File: src/rtl/cvmc_regs.svh
// Register offsets, field positions, reset values and counts of the
// channel volume and mute control bank. Definitions only.
// How it works
// - Bit 4 picks TDM slot: 32/16 cycles
// - Bit 3 inverts every output polarity
// - Automute channel after 1024 consecutive zero samples
// - Bit 1 picks oversampling: 256x or 128x
// - Control two at 0x08, resets 0x06
// - Mute low bits mute channels 8..1
// - Mute high bits 3..0 mute channels 12..9
// - Attenuation codes 8-bit, 0.375 dB per step
// - Master attenuation applies to all channels
// - Channels 1..3 attenuation at 0x0C upward
`ifndef CVMC_REGS_SVH
`define CVMC_REGS_SVH

// ==========================================================
// Offsets
`define CVMC_OFF_CTRL_TWO 8'h08
`define CVMC_OFF_MUTE_LOW 8'h09
`define CVMC_OFF_MUTE_HIGH 8'h0a
`define CVMC_OFF_MASTER_ATT 8'h0b
`define CVMC_OFF_CH1_ATT 8'h0c
`define CVMC_OFF_CH2_ATT 8'h0d
`define CVMC_OFF_CH3_ATT 8'h0e

// ==========================================================
// Fields of converter_control_two
`define CVMC_BIT_SLOT_WIDTH 4
`define CVMC_BIT_POL_INVERT 3
`define CVMC_BIT_AUTOMUTE_EN 2
`define CVMC_BIT_OSR_SELECT 1
`define CVMC_BIT_DEEMPH_EN 0
`define CVMC_CTRL_TWO_MASK 8'h1f
`define CVMC_MUTE_HIGH_MASK 8'h0f

// ==========================================================
// Reset values
`define CVMC_RST_CTRL_TWO 8'h06
`define CVMC_RST_MUTE 8'h00
`define CVMC_RST_ATT 8'h00

// ==========================================================
// Counts
`define CVMC_AUTOMUTE_ZEROS 11'h400
`define CVMC_SLOT_CYC_WIDE 6'h20
`define CVMC_SLOT_CYC_NARROW 6'h10
`define CVMC_OSR_LOW 9'h100
`define CVMC_OSR_HIGH 9'h080
`define CVMC_ATT_FULL 8'hff
`define CVMC_NUM_CH 12

`endif

File: src/rtl/cvmc_pkg.sv
// Types shared by the channel volume and mute control bank.
// Assumes the constants header is compiled alongside.
package cvmc_pkg;
    typedef logic [7:0] cvmc_byte_t;
    typedef logic [3:0] cvmc_chan_t;
    typedef logic [23:0] cvmc_sample_t;
    typedef logic [11:0] cvmc_chmask_t;
endpackage

File: src/rtl/cvmc_smp_if.sv
// Carrier between the main bank and the zero-input detector.
// Assumes both ends share sys_clk.
`timescale 1ns/10ps
interface cvmc_smp_if;
    logic smp_valid;
    logic [3:0] smp_chan;
    logic smp_zero;
    logic automute_en;
    logic [11:0] auto_muted;
    modport bank (output smp_valid, output smp_chan, output smp_zero,
        output automute_en, input auto_muted);
    modport det (input smp_valid, input smp_chan, input smp_zero,
        input automute_en, output auto_muted);
endinterface

File: src/rtl/cvmc_zero_det.sv
// Per-channel run counters of zero-valued input samples.
// Assumes samples arrive tagged with a channel index below twelve.
`timescale 1ns/10ps
`include "cvmc_regs.svh"
module cvmc_zero_det (
    input wire logic sys_clk, // System clock
    input wire logic rst_b, // Synchronous reset, active low
    cvmc_smp_if.det smp // Sample tags in, automute flags out
);
    import cvmc_pkg::*;

    logic [10:0] run_reg [`CVMC_NUM_CH];
    logic [10:0] run_next [`CVMC_NUM_CH];
    cvmc_chmask_t muted_reg;
    cvmc_chmask_t muted_next;

    // ==========================================================
    // Run counters saturate so a long silence never wraps to unmuted
    genvar g;
    generate
        for (g = 0; g < `CVMC_NUM_CH; g = g + 1) begin : g_ch
            always_comb begin
                run_next[g] = run_reg[g];
                if (smp.smp_valid && smp.smp_chan == 4'(g)) begin
                    if (!smp.smp_zero) begin
                        run_next[g] = 11'h000;
                    end else if (run_reg[g] != `CVMC_AUTOMUTE_ZEROS) begin
                        run_next[g] = run_reg[g] + 11'h001;
                    end
                end
            end

            always_ff @(posedge sys_clk) begin
                if (!rst_b) begin
                    run_reg[g] <= 11'h000;
                end else begin
                    run_reg[g] <= run_next[g];
                end
            end
        end
    endgenerate

    // Each channel mutes on its own run
    // One process owns the whole mask, so no bit has two writers
    always_comb begin
        for (int i = 0; i < `CVMC_NUM_CH; i++) begin
            muted_next[i] = smp.automute_en && (run_next[i] == `CVMC_AUTOMUTE_ZEROS);
        end
    end

    always_ff @(posedge sys_clk) begin
        if (!rst_b) begin
            muted_reg <= 12'h000;
        end else begin
            muted_reg <= muted_next;
        end
    end

    assign smp.auto_muted = muted_reg;
endmodule

File: src/rtl/cvmc_top.sv
// Control register bank for the twelve-channel converter: slot width,
// polarity, automute, oversampling, de-emphasis, soft mutes, attenuation.
// Assumes the serial control front end hands over decoded byte
// accesses on sys_clk, and samples come from logic on the same clock.
`timescale 1ns/10ps
`include "cvmc_regs.svh"
module cvmc_top (
    input wire logic sys_clk, // 125 MHz system clock
    input wire logic rst_b, // Synchronous reset, active low
    input wire logic reg_wr, // Register write strobe
    input wire logic reg_rd, // Register read strobe
    input wire cvmc_pkg::cvmc_byte_t reg_addr, // Register address
    input wire cvmc_pkg::cvmc_byte_t reg_wdata, // Write data
    output cvmc_pkg::cvmc_byte_t reg_rdata, // Read data
    output logic reg_rvalid, // Read data valid pulse
    input wire logic smp_in_valid, // Input sample strobe
    input wire cvmc_pkg::cvmc_chan_t smp_in_chan, // Channel index 0..11
    input wire cvmc_pkg::cvmc_sample_t smp_in_data, // Signed sample
    output logic smp_out_valid, // Output sample strobe
    output cvmc_pkg::cvmc_chan_t smp_out_chan, // Output channel index
    output cvmc_pkg::cvmc_sample_t smp_out_data, // Sample after polarity and mute
    output logic [5:0] slot_bclk_cycles, // Bit clocks per TDM slot
    output logic [8:0] osr_ratio, // Oversampling ratio
    output logic deemphasis_enable, // De-emphasis on
    output logic output_polarity_invert, // Global polarity inversion
    output cvmc_pkg::cvmc_chmask_t chan_mute, // Soft, auto or full mute per channel
    output cvmc_pkg::cvmc_byte_t master_atten, // Master code, channels 4..12
    output cvmc_pkg::cvmc_byte_t ch1_eff_atten, // Effective code, channel 1
    output cvmc_pkg::cvmc_byte_t ch2_eff_atten, // Effective code, channel 2
    output cvmc_pkg::cvmc_byte_t ch3_eff_atten // Effective code, channel 3
);
    import cvmc_pkg::*;

    // Nine-bit sum of master and channel codes, carry kept for att_clip
    function automatic logic [8:0] att_sum(input cvmc_byte_t m, input cvmc_byte_t c);
        att_sum = {1'b0, m} + {1'b0, c};
    endfunction

    function automatic cvmc_byte_t att_clip(input logic [8:0] s);
        att_clip = s[8] ? `CVMC_ATT_FULL : s[7:0];
    endfunction

    // ==========================================================
    // Register file
    cvmc_byte_t ctrl_two_reg, ctrl_two_next;
    cvmc_byte_t mute_low_reg, mute_low_next;
    cvmc_byte_t mute_high_reg, mute_high_next;
    cvmc_byte_t master_reg, master_next;
    cvmc_byte_t ch1_reg, ch1_next;
    cvmc_byte_t ch2_reg, ch2_next;
    cvmc_byte_t ch3_reg, ch3_next;
    cvmc_byte_t rdata_reg, rdata_next;
    logic rvalid_reg, rvalid_next;

    always_comb begin
        ctrl_two_next = ctrl_two_reg;
        mute_low_next = mute_low_reg;
        mute_high_next = mute_high_reg;
        master_next = master_reg;
        ch1_next = ch1_reg;
        ch2_next = ch2_reg;
        ch3_next = ch3_reg;
        if (reg_wr) begin
            unique case (reg_addr)
                `CVMC_OFF_CTRL_TWO: ctrl_two_next = reg_wdata & `CVMC_CTRL_TWO_MASK;
                `CVMC_OFF_MUTE_LOW: mute_low_next = reg_wdata;
                `CVMC_OFF_MUTE_HIGH: mute_high_next = reg_wdata & `CVMC_MUTE_HIGH_MASK;
                `CVMC_OFF_MASTER_ATT: master_next = reg_wdata;
                `CVMC_OFF_CH1_ATT: ch1_next = reg_wdata;
                `CVMC_OFF_CH2_ATT: ch2_next = reg_wdata;
                `CVMC_OFF_CH3_ATT: ch3_next = reg_wdata;
                default: ;
            endcase
        end
        // Unmapped addresses read as zero
        rvalid_next = reg_rd;
        rdata_next = 8'h00;
        if (reg_rd) begin
            unique case (reg_addr)
                `CVMC_OFF_CTRL_TWO: rdata_next = ctrl_two_reg;
                `CVMC_OFF_MUTE_LOW: rdata_next = mute_low_reg;
                `CVMC_OFF_MUTE_HIGH: rdata_next = mute_high_reg;
                `CVMC_OFF_MASTER_ATT: rdata_next = master_reg;
                `CVMC_OFF_CH1_ATT: rdata_next = ch1_reg;
                `CVMC_OFF_CH2_ATT: rdata_next = ch2_reg;
                `CVMC_OFF_CH3_ATT: rdata_next = ch3_reg;
                default: rdata_next = 8'h00;
            endcase
        end
    end

    always_ff @(posedge sys_clk) begin
        if (!rst_b) begin
            ctrl_two_reg <= `CVMC_RST_CTRL_TWO;
            mute_low_reg <= `CVMC_RST_MUTE;
            mute_high_reg <= `CVMC_RST_MUTE;
            master_reg <= `CVMC_RST_ATT;
            ch1_reg <= `CVMC_RST_ATT;
            ch2_reg <= `CVMC_RST_ATT;
            ch3_reg <= `CVMC_RST_ATT;
            rdata_reg <= 8'h00;
            rvalid_reg <= 1'b0;
        end else begin
            ctrl_two_reg <= ctrl_two_next;
            mute_low_reg <= mute_low_next;
            mute_high_reg <= mute_high_next;
            master_reg <= master_next;
            ch1_reg <= ch1_next;
            ch2_reg <= ch2_next;
            ch3_reg <= ch3_next;
            rdata_reg <= rdata_next;
            rvalid_reg <= rvalid_next;
        end
    end

    // ==========================================================
    // Zero-input detector
    cvmc_smp_if smp_bus ();
    assign smp_bus.smp_valid = smp_in_valid;
    assign smp_bus.smp_chan = smp_in_chan;
    assign smp_bus.smp_zero = (smp_in_data == 24'h000000);
    assign smp_bus.automute_en = ctrl_two_reg[`CVMC_BIT_AUTOMUTE_EN];

    cvmc_zero_det u_zero_det (
        .sys_clk(sys_clk),
        .rst_b(rst_b),
        .smp(smp_bus.det)
    );

    // ==========================================================
    // Derived settings, all registered
    logic [8:0] sum1, sum2, sum3;
    cvmc_chmask_t full_mute;
    cvmc_chmask_t mute_next;
    logic [5:0] slot_next;
    logic [8:0] osr_next;

    always_comb begin
        sum1 = att_sum(master_reg, ch1_reg);
        sum2 = att_sum(master_reg, ch2_reg);
        sum3 = att_sum(master_reg, ch3_reg);
        // Past the bottom of the code range the channel is simply muted
        full_mute = {9'h000, sum3[8], sum2[8], sum1[8]};
        mute_next = {mute_high_reg[3:0], mute_low_reg}
            | smp_bus.auto_muted | full_mute;
        slot_next = ctrl_two_reg[`CVMC_BIT_SLOT_WIDTH] ? `CVMC_SLOT_CYC_NARROW
            : `CVMC_SLOT_CYC_WIDE;
        osr_next = ctrl_two_reg[`CVMC_BIT_OSR_SELECT] ? `CVMC_OSR_HIGH
            : `CVMC_OSR_LOW;
    end

    cvmc_chmask_t mute_reg;
    logic [5:0] slot_reg;
    logic [8:0] osr_reg;
    logic pol_reg, deemph_reg;
    cvmc_byte_t e1_reg, e2_reg, e3_reg, mst_out_reg;

    always_ff @(posedge sys_clk) begin
        if (!rst_b) begin
            mute_reg <= 12'h000;
            slot_reg <= `CVMC_SLOT_CYC_WIDE;
            osr_reg <= `CVMC_OSR_HIGH;
            pol_reg <= 1'b0;
            deemph_reg <= 1'b0;
            e1_reg <= `CVMC_RST_ATT;
            e2_reg <= `CVMC_RST_ATT;
            e3_reg <= `CVMC_RST_ATT;
            mst_out_reg <= `CVMC_RST_ATT;
        end else begin
            mute_reg <= mute_next;
            slot_reg <= slot_next;
            osr_reg <= osr_next;
            pol_reg <= ctrl_two_reg[`CVMC_BIT_POL_INVERT];
            deemph_reg <= ctrl_two_reg[`CVMC_BIT_DEEMPH_EN];
            e1_reg <= att_clip(sum1);
            e2_reg <= att_clip(sum2);
            e3_reg <= att_clip(sum3);
            mst_out_reg <= master_reg;
        end
    end

    // ==========================================================
    // Sample path: polarity then mute
    logic sv_reg, sv_next;
    cvmc_chan_t sc_reg, sc_next;
    cvmc_sample_t sd_reg, sd_next;
    cvmc_sample_t inv;

    always_comb begin
        // Negating the most negative code would overflow, so clamp it
        inv = (smp_in_data == 24'h800000) ? 24'h7fffff : 24'(-smp_in_data);
        sv_next = smp_in_valid;
        sc_next = smp_in_chan;
        sd_next = ctrl_two_reg[`CVMC_BIT_POL_INVERT] ? inv : smp_in_data;
        if (smp_in_chan < 4'hc && mute_next[smp_in_chan]) begin
            sd_next = 24'h000000;
        end
    end

    always_ff @(posedge sys_clk) begin
        if (!rst_b) begin
            sv_reg <= 1'b0;
            sc_reg <= 4'h0;
            sd_reg <= 24'h000000;
        end else begin
            sv_reg <= sv_next;
            sc_reg <= sc_next;
            sd_reg <= sd_next;
        end
    end

    assign reg_rdata = rdata_reg;
    assign reg_rvalid = rvalid_reg;
    assign smp_out_valid = sv_reg;
    assign smp_out_chan = sc_reg;
    assign smp_out_data = sd_reg;
    assign slot_bclk_cycles = slot_reg;
    assign osr_ratio = osr_reg;
    assign deemphasis_enable = deemph_reg;
    assign output_polarity_invert = pol_reg;
    assign chan_mute = mute_reg;
    assign master_atten = mst_out_reg;
    assign ch1_eff_atten = e1_reg;
    assign ch2_eff_atten = e2_reg;
    assign ch3_eff_atten = e3_reg;
endmodule

File: config.mk
export PLATFORM = sky130hd
export DESIGN_NAME = cvmc_top
export DESIGN_NICKNAME = d
export VERILOG_FILES = /design/src/rtl/cvmc_pkg.sv /design/src/rtl/cvmc_smp_if.sv /design/src/rtl/cvmc_zero_det.sv /design/src/rtl/cvmc_top.sv
export VERILOG_INCLUDE_DIRS = /design/src /design/src/rtl
export SDC_FILE = /design/constraint.sdc
export NUM_CORES = 1
export LEC_CHECK = 0
export ABC_AREA = 0
export BUFFER_PORTS_ARGS = -buffer_cell sky130_fd_sc_hd__buf_2
export CAP_MARGIN = 20
export CORE_UTILIZATION = 30
export CTS_CLUSTER_SIZE = 14
export DETAILED_ROUTE_END_ITERATION = 8
export SLEW_MARGIN = 20
export SYNTH_ARGS = -nofsm -noshare
export SYNTH_HDL_FRONTEND = slang
export SYNTH_HIERARCHICAL = 1
export SYNTH_SLANG_ARGS = --single-unit
File: constraint.sdc
create_clock -name sys_clk -period 3.94 [get_ports sys_clk]
set_input_delay 0.591 -clock sys_clk [delete_from_list [all_inputs] [get_ports sys_clk]]
set_output_delay 0.591 -clock sys_clk [all_outputs]
set_load 0.01 [all_outputs]
==> qor.csv <==
metric,value,unit
netlist_area,16330,µm²
antenna_violations_before_repair,2,
timing.final.setup_violations,0,
synth_top_cell_by_area,dfxtp_1,
count_of_input_and_output_buffers,136,
clockPowerShare,50.6,%
route.detailed.wl_per_inst,16.53,µm
max-cap-violations,0,
globalRouteTotalUtil,16.44,%
worst_hold_slack,0.2934,ns
start_util,30.34,%
max_freq,0.3062,GHz
die_area,55360,µm²
hp-class,input pin to register,
htree_num_levels,2,
relSlewSlack,40.24,%
peak_supply_drop,0.0001979,V
power_frac_comb,4.5,%
cts_tree,built,
detailed_place_hpwl,32.80,mm
main_synth_ff_type,dfxtp_1,
grt_pass1_wl,75.92,mm
number_of_enable_type_register_cells_in_the_synthesized_netlist,0,
end_kind,register,
synth_top_cells_by_area,"dfxtp_1 (34%), nand2_1 (5.1%), nand3_1 (4.2%)",
grt_overflow_total,0,
cts_resized,0,
share_of_final_layout_standard_cells_stronger_than_drive_strength_1,11.91,%
route.antenna.remaining_nets,0,
slew_violations,0,
power.sequential.fraction,44.9,%
min_period,3.265,ns
setup.worst_path.class,register to register,
final_common_cell,dfxtp_1,
cellPowerDensity,341.9,nW/µm²
timing.critical_path.required,4.35,ns
final_nets,2233,
placed_area,17570,µm²
timing.setup.tns,0,ns
post_cts_hold_buffer_count,0,
areaGrowthSynthToFinish,14.66,%
layout.core_utilization,34.78,%
critical_path.max_fanout,24,
netlist.area_leader.share,34.46,%
remaining_drc_errors,0,
cts.path.max_buffers,3,
final_area,18720,µm²
routed_wirelength,47.15,mm
first_global_vias,14520,
dr_total_vias,15670,
start_kind,register,
synth-seq-area-share,34.46,%
status,"complete, no violations",
core_area,53810,µm²
std_cell_rows,85,
clk_pin_slew_worst_paths,0.07,ns
sw_frac_of_total,23.03,%
grt_max_degree,175,
intPower,4926,µW
number_of_search_and_repair_iterations_in_the_first_detailed_routing_pass,5,
rsz0062_at_grt,no,
yosys.cell_types.count,88,
fin_skew,0.02077,ns
cts_made_buffers,34,
n_antenna_cell,0,
vias_per_cell,5.493,
yosys_warnings,6,
most_used_cells_in_the_layout_excluding_fill_and_tap_cells,"dfxtp_1 (281), nand2_1 (221), nand3_1 (137), buf_2 (135), nor2_1 (130)",
fin_total_pwr,6399,µW
synthArstFlopShare,0,%
switching_power,1474,µW
synth.avg_cell_area,7.891,µm²
clkLatencyLatePin,0.54,ns
hold_violations,0,
cts.root.buffer_cell,clkbuf_16,
die_boundary_height,235.3,µm
detailedRoute.firstIterationViolations,1095,
cts_setup_buffers,0,
static_leakage,0.006714,µW
tightestPinTransition,0.8964,ns
max_reg_flops,132,
syn_inst,2069,
tritoncts_num_sinks,281,
arrival_time_reported_for_the_critical_path_endpoint,3.67,ns
ios,148,
gp_routability_congestion,0.8906,
layout_worst_path_cycle_share,82.88,%
die_w,235.3,µm
post_synthesis_sequential_element_count,281,
cells in the mapped netlist (all sizes together) (34+ instances only):
master  count
dfxtp     281
nor2b      81
a22oi      50
ha         49
a21boi     62
nand3     137
nor4       34
clkbuf    117
inv        48
a21oi      68
o21a       38
o21ai     131
nor3       69
and2       66
nor2      130
nand2     221
worst max-delay path: stages, from the launching register on:
cell and delay, ns:
dfxtp_1 0.46, ha_1 0.31, fa_1 0.42, a211oi_1 0.34, o21bai_1 0.15, a2111o_1 0.51
a21oi_1 0.21, o21ai_2 0.08, buf_4 0.23, a311oi_1 0.42
worst paths after layout:
| check | endpoint | cells after the start | slack, ns | start |
|---|---|---|---|---|
| max reg2reg | smp_out_data[14] | 9 | 0.67 | master_reg[0] |
| min | reg_rvalid | 2 | 0.29 | reg_rd |
| max | smp_out_data[14] | 9 | 0.67 | master_reg[0] |
| min reg2reg | slot_bclk_cycles[5] | 1 | 0.45 | ctrl_two_reg[4] |
logic make-up (layout without fill, tap and decap cells):
logic type | after synthesis | in the layout | share of synthesized area [%]
and+or+nand+nor | 938 | 938 | 30.25
DFF | 281 | 281 | 34.46
xor gates and xnor gates | 30 | 30 | 1.609
muxes | 44 | 44 | 2.851
other | 1 | 11 | 0.02297
adders and majority gates | 52 | 52 | 4.123
buffers and inverters | 195 | 273 | 4.851
AOI/OAI and AO/OA | 528 | 528 | 21.83
power by group through the flow:
stage	Sequential, µW	Combinational (µW)	Clock (µW)
3_3_place_gp	2930	286	0
5_1_grt	2870	314	3450
6_report	2870	289	3240
2_1_floorplan	2940	155	0
4_1_cts	2870	289	3340
3_5_place_dp	2930	288	0
area by class of cell:
| cell class | count | area [µm²] |
|---|---|---|
| clock buffers | 48 | 994.7 |
| flip-flops and latches | 281 | 5625 |
| well taps | 696 | 870.8 |
| multi-input cells | 1603 | 9955 |
| inverters | 50 | 187.7 |
| repair buffers | 162 | 928.4 |
| fillers | 5580 | 35090 |
| clock inverters | 13 | 157.7 |
per-layer routing:
metal / up-vias / global-route usage, % / share of wire [%]
met5: - / 0 / 0.038
met4: 4 / 6.496 / 3.1
met3: 102 / 2.838 / 5.6
met2: 504 / 26.99 / 46
met1: 7411 / 21.37 / 45
li1: 7650 / - / -
metrics by stage:
| step | worst slack, ns | instances |
|---|---|---|
| after floorplan | 0.3418 | 2079 |
| after global placement | 0.1802 | 2792 |
| after detailed placement | 0.1785 | 2792 |
| after CTS | 0.6234 | 2853 |
| after global routing | 0.3977 | 2853 |
| final | 0.6746 | 2853 |
(Power assumes the default switching activity.)
